--- src/hw/exvec_regs.svh ---
// constants for exception vector and space code logic
`ifndef EXVEC_REGS_SVH
`define EXVEC_REGS_SVH
`define EXV_FC_USER_DATA 3'h1
`define EXV_FC_USER_PROG 3'h2
`define EXV_FC_SUP_DATA 3'h5
`define EXV_FC_SUP_PROG 3'h6
`define EXV_FC_CPU 3'h7
`define EXV_RESET_SP_ADDR 32'h00000000
`define EXV_RESET_PC_ADDR 32'h00000004
`define EXV_VEC_BUS_ERR 8'h02
`define EXV_VEC_ADDR_ERR 8'h03
`define EXV_VEC_ILLEGAL 8'h04
`define EXV_VEC_ZERO_DIV 8'h05
`define EXV_VEC_BOUND 8'h06
`define EXV_VEC_COND_TRAP 8'h07
`define EXV_VEC_PRIV 8'h08
`define EXV_VEC_TRACE 8'h09
`define EXV_VEC_LINE_A 8'h0A
`define EXV_VEC_LINE_F 8'h0B
`define EXV_VEC_CP_PROTO 8'h0D
`define EXV_VEC_FORMAT 8'h0E
`define EXV_VEC_UNINIT 8'h0F
`define EXV_VEC_SPURIOUS 8'h18
`define EXV_VEC_AUTO_BASE 8'h18
`define EXV_VEC_TRAP_BASE 8'h20
`define EXV_CPU_TYPE_IACK 4'hF
`define EXV_SR_RESET 16'h2700
`define EXV_SR_S_BIT 13
`define EXV_SR_T1_BIT 15
`define EXV_SR_T0_BIT 14
`define EXV_FMT_SHORT 4'h0
`define EXV_FMT_LONG 4'h2
`define EXV_FRAME_SHORT_BYTES 8'h08
`define EXV_FRAME_LONG_BYTES 8'h0C
`endif

--- src/hw/exvec_pkg.sv ---
// types for exception vector and space code logic
package exvec_pkg;
  // access kinds requested by the core
  typedef enum logic [2:0] {
    EXVEC_ACC_DATA = 3'h0,
    EXVEC_ACC_PROG = 3'h1,
    EXVEC_ACC_CPU_FN = 3'h2,
    EXVEC_ACC_ALT = 3'h3
  } exvec_acc_t;
  // exception causes presented by the core
  typedef enum logic [3:0] {
    EXVEC_CAUSE_BUS_ERR = 4'h0,
    EXVEC_CAUSE_ADDR_ERR = 4'h1,
    EXVEC_CAUSE_ILLEGAL = 4'h2,
    EXVEC_CAUSE_ZERO_DIV = 4'h3,
    EXVEC_CAUSE_BOUND = 4'h4,
    EXVEC_CAUSE_COND_TRAP = 4'h5,
    EXVEC_CAUSE_PRIV = 4'h6,
    EXVEC_CAUSE_TRACE = 4'h7,
    EXVEC_CAUSE_LINE_A = 4'h8,
    EXVEC_CAUSE_LINE_F = 4'h9,
    EXVEC_CAUSE_CP_PROTO = 4'hA,
    EXVEC_CAUSE_FORMAT = 4'hB,
    EXVEC_CAUSE_UNINIT = 4'hC,
    EXVEC_CAUSE_TRAP = 4'hD,
    EXVEC_CAUSE_INTR = 4'hE,
    EXVEC_CAUSE_EXT = 4'hF
  } exvec_cause_t;
  typedef enum logic [2:0] {
    EXVEC_ST_IDLE = 3'h0,
    EXVEC_ST_STATUS = 3'h1,
    EXVEC_ST_VECTOR = 3'h3,
    EXVEC_ST_SAVE = 3'h2,
    EXVEC_ST_LOAD = 3'h6,
    EXVEC_ST_RST_SP = 3'h7,
    EXVEC_ST_RST_PC = 3'h5,
    EXVEC_ST_DONE = 3'h4
  } exvec_state_t;
endpackage

--- src/hw/exvec_space_code.sv ---
// space code encoder for ordinary bus cycles
`timescale 1ns/100ps
`include "exvec_regs.svh"
module exvec_space_code (
  // request
  input wire logic sup_level,
  input wire exvec_pkg::exvec_acc_t kind,
  input wire logic [2:0] alt_code,
  // result
  output logic [2:0] code
);
  always_comb begin
    case (kind)
      exvec_pkg::EXVEC_ACC_DATA: begin
        code = sup_level ? `EXV_FC_SUP_DATA : `EXV_FC_USER_DATA;
      end
      exvec_pkg::EXVEC_ACC_PROG: begin
        code = sup_level ? `EXV_FC_SUP_PROG : `EXV_FC_USER_PROG;
      end
      exvec_pkg::EXVEC_ACC_CPU_FN: begin
        code = `EXV_FC_CPU;
      end
      exvec_pkg::EXVEC_ACC_ALT: begin
        code = alt_code;
      end
      default: begin
        code = `EXV_FC_USER_DATA;
      end
    endcase
  end
endmodule

--- src/hw/exvec_unit.sv ---
// exception vector, stack frame and space code unit
`timescale 1ns/100ps
`include "exvec_regs.svh"
module exvec_unit (
  // clock and reset
  input wire logic clk_sys,
  input wire logic rst_b,
  // ordinary bus cycle classification
  input wire logic cyc_req,
  input wire exvec_pkg::exvec_acc_t cyc_kind,
  input wire logic [2:0] alt_space,
  // exception request
  input wire logic exc_req,
  input wire exvec_pkg::exvec_cause_t exc_cause,
  input wire logic [3:0] exc_index,
  input wire logic [7:0] exc_ext_vector,
  input wire logic [3:0] exc_format,
  input wire logic [31:0] exc_pc,
  input wire logic reset_seq,
  // status and vector base
  input wire logic [15:0] sr_in,
  input wire logic sr_load,
  input wire logic [31:0] vbr_in,
  input wire logic vbr_load,
  // exception bus read
  output logic ex_rd,
  output logic [31:0] ex_addr,
  input wire logic ex_ack,
  input wire logic [31:0] ex_rdata,
  // interrupt acknowledge data
  input wire logic [7:0] iack_vector,
  // space code outputs
  output logic [2:0] space_code_outputs,
  // status and results
  output logic [15:0] sr_out,
  output logic [15:0] sr_saved,
  output logic [31:0] vbr_out,
  output logic [31:0] frame_pc,
  output logic [15:0] frame_fmt_offset,
  output logic frame_valid,
  output logic [31:0] new_pc,
  output logic [31:0] new_isp,
  output logic exc_busy,
  output logic exc_done,
  // return from exception decode
  input wire logic [3:0] return_from_exception,
  output logic [7:0] rte_release_bytes,
  output logic rte_long_restore
);
  exvec_pkg::exvec_state_t state_q;
  exvec_pkg::exvec_state_t state_d;
  logic [15:0] sr_q;
  logic [15:0] sr_tmp_q;
  logic [31:0] vbr_q;
  logic [7:0] vec_q;
  logic [7:0] vec_int;
  logic [31:0] vec_addr;
  logic [31:0] frame_pc_q;
  logic [15:0] frame_fo_q;
  logic frame_valid_q;
  logic [31:0] new_pc_q;
  logic [31:0] new_isp_q;
  logic done_q;
  logic rd_q;
  logic [31:0] addr_q;
  logic [2:0] exc_code;
  logic [2:0] cyc_code;
  logic is_intr;
  logic [3:0] fmt_q;
  logic [31:0] pc_q;
  logic iack_pend_q;

  assign is_intr = (exc_cause == exvec_pkg::EXVEC_CAUSE_INTR);

  // internal vector numbers
  always_comb begin
    case (exc_cause)
      exvec_pkg::EXVEC_CAUSE_BUS_ERR: begin
        vec_int = `EXV_VEC_BUS_ERR;
      end
      exvec_pkg::EXVEC_CAUSE_ADDR_ERR: begin
        vec_int = `EXV_VEC_ADDR_ERR;
      end
      exvec_pkg::EXVEC_CAUSE_ILLEGAL: begin
        vec_int = `EXV_VEC_ILLEGAL;
      end
      exvec_pkg::EXVEC_CAUSE_ZERO_DIV: begin
        vec_int = `EXV_VEC_ZERO_DIV;
      end
      exvec_pkg::EXVEC_CAUSE_BOUND: begin
        vec_int = `EXV_VEC_BOUND;
      end
      exvec_pkg::EXVEC_CAUSE_COND_TRAP: begin
        vec_int = `EXV_VEC_COND_TRAP;
      end
      exvec_pkg::EXVEC_CAUSE_PRIV: begin
        vec_int = `EXV_VEC_PRIV;
      end
      exvec_pkg::EXVEC_CAUSE_TRACE: begin
        vec_int = `EXV_VEC_TRACE;
      end
      exvec_pkg::EXVEC_CAUSE_LINE_A: begin
        vec_int = `EXV_VEC_LINE_A;
      end
      exvec_pkg::EXVEC_CAUSE_LINE_F: begin
        vec_int = `EXV_VEC_LINE_F;
      end
      exvec_pkg::EXVEC_CAUSE_CP_PROTO: begin
        vec_int = `EXV_VEC_CP_PROTO;
      end
      exvec_pkg::EXVEC_CAUSE_FORMAT: begin
        vec_int = `EXV_VEC_FORMAT;
      end
      exvec_pkg::EXVEC_CAUSE_UNINIT: begin
        vec_int = `EXV_VEC_UNINIT;
      end
      exvec_pkg::EXVEC_CAUSE_TRAP: begin
        vec_int = `EXV_VEC_TRAP_BASE + {4'h0, exc_index};
      end
      exvec_pkg::EXVEC_CAUSE_INTR: begin
        // index 0 is spurious, 1 to 7 are the autovector levels
        vec_int = `EXV_VEC_AUTO_BASE + {5'h00, exc_index[2:0]};
      end
      default: vec_int = exc_ext_vector;
    endcase
  end

  // any number, reserved or not, scales the same way
  assign vec_addr = vbr_q + {22'h000000, vec_q, 2'h0};

  // exception sequence
  always_comb begin
    state_d = state_q;
    case (state_q)
      exvec_pkg::EXVEC_ST_IDLE: begin
        if (reset_seq) begin
          state_d = exvec_pkg::EXVEC_ST_RST_SP;
        end else if (exc_req) begin
          state_d = exvec_pkg::EXVEC_ST_STATUS;
        end
      end
      exvec_pkg::EXVEC_ST_STATUS: state_d = exvec_pkg::EXVEC_ST_VECTOR;
      exvec_pkg::EXVEC_ST_VECTOR: begin
        if (!iack_pend_q || ex_ack) begin
          state_d = exvec_pkg::EXVEC_ST_SAVE;
        end
      end
      exvec_pkg::EXVEC_ST_SAVE: state_d = exvec_pkg::EXVEC_ST_LOAD;
      exvec_pkg::EXVEC_ST_LOAD: begin
        if (ex_ack) begin
          state_d = exvec_pkg::EXVEC_ST_DONE;
        end
      end
      exvec_pkg::EXVEC_ST_RST_SP: begin
        if (ex_ack) begin
          state_d = exvec_pkg::EXVEC_ST_RST_PC;
        end
      end
      exvec_pkg::EXVEC_ST_RST_PC: begin
        if (ex_ack) begin
          state_d = exvec_pkg::EXVEC_ST_DONE;
        end
      end
      exvec_pkg::EXVEC_ST_DONE: state_d = exvec_pkg::EXVEC_ST_IDLE;
      default: state_d = exvec_pkg::EXVEC_ST_IDLE;
    endcase
  end

  always_ff @(posedge clk_sys) begin
    if (!rst_b) begin
      state_q <= exvec_pkg::EXVEC_ST_IDLE;
    end else begin
      state_q <= state_d;
    end
  end

  // status register with step one setup
  always_ff @(posedge clk_sys) begin
    if (!rst_b) begin
      sr_q <= `EXV_SR_RESET;
      sr_tmp_q <= `EXV_SR_RESET;
    end else if (state_q == exvec_pkg::EXVEC_ST_IDLE && exc_req &&
                 !reset_seq) begin
      sr_tmp_q <= sr_q;
      sr_q[`EXV_SR_S_BIT] <= 1'b1;
      sr_q[`EXV_SR_T1_BIT] <= 1'b0;
      sr_q[`EXV_SR_T0_BIT] <= 1'b0;
    end else if (state_q == exvec_pkg::EXVEC_ST_IDLE && reset_seq) begin
      // reset runs step one too, but keeps no saved copy
      sr_q[`EXV_SR_S_BIT] <= 1'b1;
      sr_q[`EXV_SR_T1_BIT] <= 1'b0;
      sr_q[`EXV_SR_T0_BIT] <= 1'b0;
    end else if (state_q == exvec_pkg::EXVEC_ST_IDLE && sr_load) begin
      sr_q <= sr_in;
    end
  end

  // vector base; a reset sequence points the table back at zero
  always_ff @(posedge clk_sys) begin
    if (!rst_b) begin
      vbr_q <= 32'h00000000;
    end else if (state_q == exvec_pkg::EXVEC_ST_IDLE && reset_seq) begin
      vbr_q <= 32'h00000000;
    end else if (state_q == exvec_pkg::EXVEC_ST_IDLE && vbr_load) begin
      vbr_q <= vbr_in;
    end
  end

  // vector number: internal, supplied, or by acknowledge read
  always_ff @(posedge clk_sys) begin
    if (!rst_b) begin
      vec_q <= 8'h00;
      iack_pend_q <= 1'b0;
    end else if (state_q == exvec_pkg::EXVEC_ST_IDLE && exc_req) begin
      vec_q <= vec_int;
      // an interrupt without autovector index reads the number
      iack_pend_q <= is_intr && exc_index == 4'hF;
    end else if (state_q == exvec_pkg::EXVEC_ST_VECTOR && iack_pend_q &&
                 ex_ack) begin
      vec_q <= iack_vector;
      iack_pend_q <= 1'b0;
    end
  end

  // request fields held: the core may move on once the request is taken
  always_ff @(posedge clk_sys) begin
    if (!rst_b) begin
      fmt_q <= 4'h0;
      pc_q <= 32'h00000000;
    end else if (state_q == exvec_pkg::EXVEC_ST_IDLE && exc_req) begin
      fmt_q <= exc_format;
      pc_q <= exc_pc;
    end
  end

  // stack frame header
  always_ff @(posedge clk_sys) begin
    if (!rst_b) begin
      frame_pc_q <= 32'h00000000;
      frame_fo_q <= 16'h0000;
      frame_valid_q <= 1'b0;
    end else if (state_q == exvec_pkg::EXVEC_ST_SAVE) begin
      frame_pc_q <= pc_q;
      frame_fo_q <= {fmt_q, 2'h0, vec_q, 2'h0};
      frame_valid_q <= 1'b1;
    end else begin
      frame_valid_q <= 1'b0;
    end
  end

  // exception bus reads
  always_ff @(posedge clk_sys) begin
    if (!rst_b) begin
      rd_q <= 1'b0;
      addr_q <= 32'h00000000;
    end else begin
      case (state_d)
        exvec_pkg::EXVEC_ST_RST_SP: begin
          rd_q <= 1'b1;
          addr_q <= `EXV_RESET_SP_ADDR;
        end
        exvec_pkg::EXVEC_ST_RST_PC: begin
          rd_q <= 1'b1;
          addr_q <= `EXV_RESET_PC_ADDR;
        end
        exvec_pkg::EXVEC_ST_VECTOR: begin
          rd_q <= iack_pend_q || (state_q == exvec_pkg::EXVEC_ST_STATUS &&
                  is_intr && exc_index == 4'hF);
          addr_q <= {28'h0000000, `EXV_CPU_TYPE_IACK};
        end
        exvec_pkg::EXVEC_ST_LOAD: begin
          rd_q <= 1'b1;
          addr_q <= vec_addr;
        end
        default: begin
          rd_q <= 1'b0;
        end
      endcase
    end
  end

  // loaded context
  always_ff @(posedge clk_sys) begin
    if (!rst_b) begin
      new_pc_q <= 32'h00000000;
      new_isp_q <= 32'h00000000;
      done_q <= 1'b0;
    end else begin
      done_q <= state_d == exvec_pkg::EXVEC_ST_DONE;
      if (ex_ack && state_q == exvec_pkg::EXVEC_ST_RST_SP) begin
        new_isp_q <= ex_rdata;
      end
      if (ex_ack && (state_q == exvec_pkg::EXVEC_ST_RST_PC ||
                     state_q == exvec_pkg::EXVEC_ST_LOAD)) begin
        new_pc_q <= ex_rdata;
      end
    end
  end

  // space code of exception reads, from the next state so that it
  // changes at the same edge as the read request it classifies
  always_comb begin
    case (state_d)
      exvec_pkg::EXVEC_ST_RST_SP: exc_code = `EXV_FC_SUP_PROG;
      exvec_pkg::EXVEC_ST_RST_PC: exc_code = `EXV_FC_SUP_PROG;
      exvec_pkg::EXVEC_ST_VECTOR: exc_code = `EXV_FC_CPU;
      default: exc_code = `EXV_FC_SUP_DATA;
    endcase
  end

  exvec_space_code u_space (
    .sup_level(sr_q[`EXV_SR_S_BIT]),
    .kind(cyc_kind),
    .alt_code(alt_space),
    .code(cyc_code)
  );

  // only the codes above leave; no location is fixed beyond reset
  always_ff @(posedge clk_sys) begin
    if (!rst_b) begin
      space_code_outputs <= `EXV_FC_SUP_PROG;
    end else if (state_d != exvec_pkg::EXVEC_ST_IDLE) begin
      space_code_outputs <= exc_code;
    end else if (cyc_req) begin
      space_code_outputs <= cyc_code;
    end
  end

  // frame format decode; unknown formats release the short frame
  always_comb begin
    rte_long_restore = (return_from_exception == `EXV_FMT_LONG);
    rte_release_bytes = rte_long_restore ? `EXV_FRAME_LONG_BYTES :
                        `EXV_FRAME_SHORT_BYTES;
  end

  assign ex_rd = rd_q;
  assign ex_addr = addr_q;
  assign sr_out = sr_q;
  assign sr_saved = sr_tmp_q;
  assign vbr_out = vbr_q;
  assign frame_pc = frame_pc_q;
  assign frame_fmt_offset = frame_fo_q;
  assign frame_valid = frame_valid_q;
  assign new_pc = new_pc_q;
  assign new_isp = new_isp_q;
  assign exc_busy = state_q != exvec_pkg::EXVEC_ST_IDLE;
  assign exc_done = done_q;
endmodule

--- config.mk ---
export PLATFORM = sky130hd
export DESIGN_NAME = exvec_unit
export DESIGN_NICKNAME = d
export VERILOG_FILES = /design/src/hw/exvec_pkg.sv /design/src/hw/exvec_space_code.sv /design/src/hw/exvec_unit.sv
export VERILOG_INCLUDE_DIRS = /design/src /design/src/hw
export SDC_FILE = /design/constraint.sdc
export NUM_CORES = 1
export LEC_CHECK = 0
export BUFFER_PORTS_ARGS = -buffer_cell sky130_fd_sc_hd__buf_2
export CAP_MARGIN = 20
export CORE_MARGIN = 1
export CORE_UTILIZATION = 35
export CTS_BUF_LIST = sky130_fd_sc_hd__clkbuf_16
export DETAILED_ROUTE_END_ITERATION = 7
export GPL_ROUTABILITY_DRIVEN = 0
export SLEW_MARGIN = 15
export SYNTH_ARGS = -nofsm -noshare
export SYNTH_HDL_FRONTEND = slang
export SYNTH_SLANG_ARGS = --single-unit
export TNS_END_PERCENT = 30
--- constraint.sdc ---
create_clock -name clk_sys -period 2.6 [get_ports clk_sys]
set_clock_uncertainty 0.05 [all_clocks]
set_input_delay 0.26 -clock clk_sys [delete_from_list [all_inputs] [get_ports clk_sys]]
set_output_delay 0.26 -clock clk_sys [all_outputs]
set_load 0.05 [all_outputs]
==> flow_metrics.py, run 1 <==
metrics = {
    "status": {
        "status": "finished, final reports clean",
    },
    "clocking": {
        "cts.sinks": 258,
        "cts.reportedPaths.clkPinSlew_ps": 60,
        "root_buffer": "clkbuf_16",
        "cts_buffer_depth": 3,
        "numCtsBuffers": 28,
        "cts_tree": "built",
        "htree_levels": 1,
        "cts_resized": 0,
        "clk_latency_ps": 540,
    },
    "setup_path": {
        "crit_chain": "ha_1, a21oi_1, nor2_2, o2111ai_2, a21boi_0, xnor2_1, o2bb2ai_2",
        "rrSetupSlack_ps": 370,
        "cp_max_fo": 11,
        "crit_start": "vbr_out[3]$_SDFFE_PP0P_",
        "worstPathArrival_ps": 2590,
        "r2r_start": "vbr_out[3]$_SDFFE_PP0P_",
        "worstSetupEndpointType": "register",
        "ff2ff_path_depth": 7,
        "start_kind": "register",
        "crit_type": "register to register",
        "cpMaxStageDelayCell": "o2111ai_2",
        "reg2reg_to": "ex_addr[11]$_SDFFE_PN0P_",
        "slowest_delay_ps": 560,
        "required_ps": 2970,
    },
    "routing": {
        "drtAntennaViolNets": 0,
        "wl_um": 32400,
        "drc": 0,
        "avgRoutedWirePerCell_um": 15.1,
        "drt_iter0_drc": 529,
        "drtPass1Iterations": 5,
        "dr_total_vias": 10200,
        "vias_per_cell": 4.76,
    },
    "logic_synthesis": {
        "synthTopCellsByCount": "nand2_1, dfxtp_1, a21boi_0",
        "synth_top_family_by_area": "compound AO/OA/AOI/OAI gates",
        "synth_adder_area_share": 0.0111,
        "yosysMostFrequentCell": "nand2_1",
        "synthTopCellsByArea": "dfxtp_1, nand2_1, a21boi_0, o2bb2ai_2, a21boi_1",
        "ys.flop_type": "dfxtp_1",
        "synth_xor_xnor_area_share": 0.0242,
        "synth_cell_types": 64,
        "synth_seq_cells": 258,
        "synth_edf_count": 0,
        "syn_inst": 1275,
        "synth.area.mux_share": 0.0101,
        "syn_avg_cell_area_um2": 8.51,
        "synthSimpleGateAreaFrac": 0.214,
        "synth_compound_area_frac": 0.215,
        "synth_top_area_frac": 0.476,
        "ys_seq_area_frac": 0.476,
        "ys_warn_count": 0,
        "synth_largest_area_cell": "dfxtp_1",
        "syn-cell-area_um2": 10800,
        "async_flop_share": 0,
    },
    "sta": {
        "fin_crit_ps": 2230,
        "slew_headroom": 0.534,
        "finalSetupViolations": 0,
        "rsz0062_at_grt": "no",
        "slew_viol_final": 0,
        "post-route-period-util": 0.856,
        "hold_viol_final": 0,
        "tightestPinTransition_ps": 699,
        "max_freq_mhz": 449,
        "fin_tns_setup_ps": 0,
    },
    "place": {
        "port_buffers": 370,
        "hpwlAfterDp_um": 22100,
        "place_area_um2": 13000,
    },
    "final_layout": {
        "syn2layout_area_growth_pct": 39.0,
        "num_antenna_cells": 0,
        "postLayoutCoreUtil": 0.494,
        "layout-drive-gt1-share": 0.276,
        "design_area_um2": 15100,
        "finalNetCount": 1898,
    },
    "min_path": {
        "hold_path.class": "input pin to register",
        "hold_path_depth": 4,
        "min_to": "vec_q[3]$_SDFFE_PN0P_",
        "hold_start": "iack_vector[3]",
    },
    "grt": {
        "grt_start_max_net_pins": 82,
        "overflow": 0,
        "track_usage": 0.197,
        "grt_pass1_vias": 9613,
        "antenna_found_initial": 2,
        "grt_pass1_wl_um": 50100,
    },
    "die": {
        "io_pins": 382,
        "die_w_um": 178,
        "die_y_um": 178,
        "fp.dieArea_um2": 31700,
        "start_util": 0.356,
        "core_um2": 30500,
        "rows": 64,
    },
    "power": {
        "ir_worst_vdd_mv": 0.437,
        "p_leak_uw": 0.00637,
        "p_per_area_nw_per_um2": 683,
    },
    "run": {
        "cap_violations": 0,
    },
}
what timing repair did:
item / in CTS / in global routing
setup buffers: 0 / 0
hold buffers: 120 / 0
hold endpoints to repair: 152 / 0
worst max-delay path, delay by kind of cell, from the launching register on:
family                     cells  cell delay (ps)
AOI/OAI and AO/OA              4             1100
DFF                            1              400
xor gates and xnor gates       1              220
adders and majority gates      1              260
and+or+nand+nor                1               80
placed cells by master, fill, tap and decap left out, types with 19 or more instances in the layout:
cell type	instances
clkbuf_16	29
buf_2	369
a21boi_0	129
a21boi_1	39
dlygate4sd3_1	120
xnor2_1	24
dfxtp_1	258
nand3_1	19
buf_4	25
nor2_1	24
a21oi_1	47
o2bb2ai_2	21
nand2_1	440
per-stage QoR:
step	setup slack [ps]	cells	hold WS, ps	power, uW
finish	375	2149	31.8	10300
global placement	385	1977	387	6430
global route	168	2149	33.3	10800
CTS	333	2149	3.84	10400
floorplan	197	1284	334	5840
detailed placement	355	1977	393	6440
registers in the layout, indices dropped and copies added, names as in the netlist:
register            cells
space_code_outputs      3
new_isp                32
ex_addr                32
ex_rd                   1
fmt_q                   4
exc_done                1
sr_out                 16
sr_saved               16
vbr_out                32
frame_valid             1
frame_pc               32
iack_pend_q             1
vec_q                   8
new_pc                 32
state_q                 3
frame_fmt_offset       12
pc_q                   32
routing by layer:
layer	part of all wire	GRT usage	vias up	routed length [um]
li1	-	-	5136	-
met4	0.030	0.0666	2	964
met2	0.48	0.340	307	15500
met3	0.072	0.0484	63	2320
met1	0.42	0.236	4722	13600
met5	0.00040	0	-	13
layout make-up:
| type | count | area [um2] |
|---|---|---|
| fillers | 2959 | 15400 |
| clock inverters | 23 | 151 |
| clock buffers | 29 | 726 |
| well taps | 396 | 495 |
| inverters | 9 | 33.8 |
| flip-flops and latches | 258 | 5160 |
| repair buffers | 517 | 3300 |
| multi-input cells | 917 | 5210 |
power breakdown:
part           internal, uW  leakage (uW)  switching [uW]
logic                   687       0.00383            1460
registers              4170       0.00209             170
clock network          2200      0.000452            1610
total                  7060       0.00637            3240
how the worst max path moves through the flow:
stage	endpoint	slack, ps	cells past startpoint
floorplan	ex_addr[20]$_SDFFE_PN0P_	200	8
global placement	ex_addr[14]$_SDFFE_PN0P_	380	8
detailed placement	ex_addr[11]$_SDFFE_PN0P_	350	7
CTS	ex_addr[11]$_SDFFE_PN0P_	330	7
global route	ex_addr[31]$_SDFFE_PN0P_	170	7
finish	ex_addr[11]$_SDFFE_PN0P_	370	7
cell families after synthesis:
family                   after synthesis
AND/OR/NAND/NOR                      553
AO/OA/AOI/OAI                        303
flip-flops                           258
buffers and inverters                109
XOR/XNOR                              30
multiplexers                          11
adder cells (fa/ha/maj)                9
other                                  2
Note: power is estimated with default switching activity, not from simulation.
==> inputs of run 2 (changes only) <==
==> constraint.sdc (replaced) <==
create_clock -name clk_sys -period 2.6 [get_ports clk_sys]
set_clock_uncertainty 0.05 [all_clocks]
set_input_delay 0.78 -clock clk_sys [delete_from_list [all_inputs] [get_ports clk_sys]]
set_output_delay 0.78 -clock clk_sys [all_outputs]
set_load 0.05 [all_outputs]
==> run 2 against run 1 <==
Compared with the run above: core utilization is 3.7 points lower; die area stayed put; cell area fell by 7.5%; largest cell class unchanged.
==> flow_metrics.py, run 2 (synthesized netlist as in run 1, its figures left out) <==
metrics = {
    "routing": {
        "vias_per_cell": 4.79,
        "drt_iter0_drc": 402,
        "drtAntennaViolNets": 0,
        "wl_um": 31500,
        "drc": 0,
        "dr_total_vias": 9743,
        "avgRoutedWirePerCell_um": 15.5,
        "drtPass1Iterations": 4,
    },
    "power": {
        "ir_worst_vdd_mv": 0.435,
        "p_per_area_nw_per_um2": 731,
        "p_leak_uw": 0.00589,
    },
    "status": {
        "status": "finished, final reports clean",
    },
    "grt": {
        "track_usage": 0.192,
        "grt_start_max_net_pins": 62,
        "overflow": 0,
        "grt_pass1_vias": 9169,
        "grt_pass1_wl_um": 48500,
        "antenna_found_initial": 2,
    },
    "run": {
        "cap_violations": 0,
    },
    "clocking": {
        "cts.sinks": 258,
        "cts_tree": "built",
        "numCtsBuffers": 29,
        "hold_buffers": 0,
        "htree_levels": 1,
        "clk_latency_ps": 540,
        "cts.reportedPaths.clkPinSlew_ps": 60,
        "cts_buffer_depth": 3,
        "root_buffer": "clkbuf_16",
    },
    "setup_path": {
        "cp_max_fo": 10,
        "worstSetupEndpointType": "output port",
        "start_kind": "register",
        "worstPathArrival_ps": 1620,
        "required_ps": 1770,
        "crit_type": "register to output port",
    },
    "die": {
        "rows": 64,
        "fp.dieArea_um2": 31700,
        "core_um2": 30500,
        "io_pins": 382,
        "die_w_um": 178,
        "start_util": 0.356,
        "die_y_um": 178,
    },
    "final_layout": {
        "mostFrequentLayoutCells": "nand2_1, buf_2, dfxtp_1",
        "layout-drive-gt1-share": 0.299,
        "syn2layout_area_growth_pct": 28.5,
        "mostFrequentLayoutCell": "nand2_1",
        "fill_cells": 3037,
        "finalNetCount": 1782,
        "postLayoutCoreUtil": 0.457,
    },
    "sta": {
        "finalSetupViolations": 0,
        "slew_viol_final": 0,
        "fin_crit_ps": 2450,
        "post-route-period-util": 0.942,
        "hold_viol_final": 0,
        "max_freq_mhz": 408,
        "slew_headroom": 0.533,
        "fin_tns_setup_ps": 0,
        "rsz0062_at_grt": "no",
        "tightestPinTransition_ps": 700,
    },
    "place": {
        "hpwlAfterDp_um": 22000,
        "port_buffers": 370,
    },
    "min_path": {
        "hold_path.class": "register to register",
    },
}
## run 2: per-stage QoR
stage | instance area, um2 | worst slack (ps) | cells | total power, uW | hold slack (ps)
4_1_cts | 13900 | 21.9 | 2029 | 10300 | 387
6_report | 13900 | 151 | 2032 | 10200 | 397
3_3_place_gp | 13100 | 207 | 1979 | 6450 | 387
3_5_place_dp | 13100 | 159 | 1979 | 6470 | 391
5_1_grt | 13900 | 52.1 | 2030 | 10700 | 411
2_1_floorplan | 10900 | 43.1 | 1284 | 5840 | 391
## run 2: final timing paths
path                             startpoint                        end  slack [ps]  cells after the start
setup reg to reg    vbr_out[2]$_SDFFE_PP0P_   ex_addr[12]$_SDFFE_PN0P_         310                      8
setup / recovery      state_q[1]$_SDFF_PN0_                   exc_busy         150                      4
hold / removal    sr_saved[11]$_SDFFE_PN0P_  sr_saved[11]$_SDFFE_PN0P_         400                      2
hold reg to reg   sr_saved[11]$_SDFFE_PN0P_  sr_saved[11]$_SDFFE_PN0P_         400                      2
## run 2: worst max-delay path, cell delays in order, from the launching register on
cell	delay, ps
dfxtp_2	390
buf_4	180
nor3_4	240
inv_1	60
buf_2	210
## run 2: final cells by class
type | instances | area, um2 | area share
sequential | 258 | 5170 | 0.370
clock buffer | 29 | 726 | 0.0520
timing repair buffer | 400 | 2140 | 0.154
antenna | 3 | 7.51 | 0.000538
multi-input combinational | 917 | 5220 | 0.375
inverter | 9 | 33.8 | 0.00242
tap | 396 | 495 | 0.0355
clock inverter | 20 | 151 | 0.0109
## run 2: what timing repair did
action / 4_1_cts / 5_1_grt
buffers inserted: 1 / 0
gates resized for setup: 0 / 1
pin swaps: 1 / 0
setup endpoints to repair: 1 / 1
hold endpoints to repair: 0 / 0
## run 2: per-layer routing
layer | vias up | track usage | wire length [um]
met5 | - | 0 | 9
met4 | 2 | 0.0652 | 993
met3 | 48 | 0.0469 | 2240
met2 | 291 | 0.329 | 14900
met1 | 4501 | 0.233 | 13300
li1 | 4901 | - | -
## run 2: where the power goes
| group | internal, uW | switching, uW | total (uW) |
|---|---|---|---|
| Combinational | 588 | 1450 | 2030 |
| Clock | 2210 | 1610 | 3810 |
| Sequential | 4170 | 166 | 4340 |
| Total | 6970 | 3220 | 10200 |
==> inputs of run 3 (changes only) <==
==> constraint.sdc (replaced) <==
create_clock -name clk_sys -period 3.1 [get_ports clk_sys]
set_clock_uncertainty 0.05 [all_clocks]
set_input_delay 0.155 -clock clk_sys [delete_from_list [all_inputs] [get_ports clk_sys]]
set_output_delay 0.155 -clock clk_sys [all_outputs]
set_load 0.05 [all_outputs]
==> run 3 against run 2 <==
Compared with the run above: via count increased by 5.1%; total power decreased by 17%; register-to-register slack improved by 120 ps; core utilization increased by 3.7 points; global-route usage increased by 0.53 points; wire length increased by 4.1%; critical endpoint is now vec_q[5]$_SDFFE_PN0P_; sequential power decreased by 16%; highest routed layer unchanged; die area unchanged; sequential share of layout area decreased by 2.8 points; non-clock buffer count increased by 121.
==> flow_metrics.py, run 3 (synthesized netlist as in run 1, its figures left out) <==
metrics = {
    "setup_path": {
        "required_ps": 3480,
        "slowest_delay_ps": 550,
        "worstPathArrival_ps": 3050,
        "crit_chain": "nor3_4, and2_2, buf_4, o21ai_0, and3_1, dlygate4sd3_1",
        "worstSetupEndpointType": "register",
        "path_delay_family": "buffers and inverters",
        "crit_buf_inv": 2,
        "crit_start": "state_q[0]$_SDFF_PN0_",
        "cpMaxStageDelayCell": "dlygate4sd3_1",
        "crit_type": "register to register",
        "start_kind": "register",
        "cp_max_fo": 45,
        "r2r_start": "state_q[0]$_SDFF_PN0_",
    },
    "sta": {
        "post-route-period-util": 0.863,
        "max_freq_mhz": 374,
        "fin_crit_ps": 2670,
        "hold_viol_final": 0,
        "finalSetupViolations": 0,
        "slew_viol_final": 0,
        "rsz0062_at_grt": "no",
        "slew_headroom": 0.469,
        "tightestPinTransition_ps": 796,
        "fin_tns_setup_ps": 0,
    },
    "die": {
        "core_um2": 30500,
        "io_pins": 382,
        "die_w_um": 178,
        "start_util": 0.356,
        "die_y_um": 178,
        "fp.dieArea_um2": 31700,
        "rows": 64,
    },
    "routing": {
        "vias_per_cell": 4.75,
        "drtAntennaViolNets": 0,
        "drt_iter0_drc": 412,
        "wl_um": 32800,
        "drtPass1Iterations": 5,
        "dr_total_vias": 10200,
        "drc": 0,
        "avgRoutedWirePerCell_um": 15.2,
    },
    "power": {
        "p_per_area_nw_per_um2": 561,
        "p_leak_uw": 0.00638,
        "ir_worst_vdd_mv": 0.362,
    },
    "final_layout": {
        "syn2layout_area_growth_pct": 39.0,
        "fin_cells": 2155,
        "layout-drive-gt1-share": 0.269,
        "postLayoutCoreUtil": 0.494,
        "finalNetCount": 1903,
        "fill_cells": 2955,
        "multiInputGateArea_um2": 5200,
        "final-seq-area_um2": 5160,
        "mostFrequentLayoutCells": "nand2_1, buf_2, dfxtp_1",
        "mostFrequentLayoutCell": "nand2_1",
    },
    "clocking": {
        "htree_levels": 1,
        "cts.sinks": 258,
        "root_buffer": "clkbuf_16",
        "cts_setup_buffers": 0,
        "cts_buffer_depth": 3,
        "clk_latency_ps": 550,
        "cts_resized": 0,
        "cts.reportedPaths.clkPinSlew_ps": 60,
        "cts_tree": "built",
        "numCtsBuffers": 29,
    },
    "min_path": {
        "hold_path.class": "input pin to register",
        "hold_start": "cyc_kind[2]",
    },
    "place": {
        "dp.cells": 1969,
        "hpwlAfterDp_um": 22100,
        "port_buffers": 370,
    },
    "grt": {
        "grt_pass1_wl_um": 50400,
        "track_usage": 0.197,
        "grt_start_max_net_pins": 83,
        "grt_pass1_vias": 9670,
        "overflow": 0,
        "antenna_found_initial": 2,
    },
    "status": {
        "status": "finished, final reports clean",
    },
    "run": {
        "cap_violations": 0,
    },
}
[run 3: changes by cell type in the layout (fill, tap and decap cells not counted), sizes merged]
cell and change:
bufinv -2, dlygate4sd3 +132, clkinv +1, diode -1, buf -11, inv +4
[run 3: routing by layer]
| layer | share of wire | global-route usage |
|---|---|---|
| met1 | 0.42 | 0.236 |
| met2 | 0.48 | 0.344 |
| met3 | 0.070 | 0.0473 |
| met4 | 0.032 | 0.0677 |
| met5 | 0.00040 | 0 |
[run 3: worst paths after layout]
| path | slack [ps] | end | cells past startpoint |
|---|---|---|---|
| worst max-delay path | 430 | vec_q[5]$_SDFFE_PN0P_ | 6 |
| worst min-delay path | 50 | space_code_outputs[0]$_SDFFE_PN0P_ | 4 |
| worst max register to register | 430 | vec_q[5]$_SDFFE_PN0P_ | 6 |
| worst min register to register | 400 | sr_saved[7]$_SDFFE_PN0P_ | 2 |
[run 3: cell type report]
cell class | count | share of cell area
diodes | 2 | 0.000332
clock buffers | 29 | 0.0481
clock inverters | 23 | 0.00730
inverters | 9 | 0.00224
multi-input cells | 917 | 0.345
flip-flops and latches | 258 | 0.342
well taps | 396 | 0.0328
repair buffers | 521 | 0.222
[run 3: where the power goes]
| group | leakage (uW) | internal, uW | total (uW) | switching (uW) |
|---|---|---|---|---|
| Clock | 0.000434 | 1690 | 3040 | 1350 |
| Sequential | 0.00209 | 3500 | 3660 | 162 |
| Combinational | 0.00385 | 565 | 1770 | 1200 |
[run 3: worst min-delay path: cells and delay by family]
kind                   cells  cell delay [ps]
AOI/OAI and AO/OA          2              240
buffers and inverters      1              100
and+or+nand+nor            1              110
[run 3: metrics by stage]
step	worst slack [ps]	cell area (um2)	hold WS (ps)	total power (uW)
CTS	430	15100	6.14	8600
global placement	814	12900	322	5360
floorplan	579	10900	229	4900
detailed placement	740	12900	320	5380
finish	426	15100	48.1	8470
global route	253	15100	71.7	8890
[run 3: timing repair]
item	4_1_cts	5_1_grt
endpoints found under the setup margin	0	0
hold endpoints to repair	158	0
hold buffers	132	0
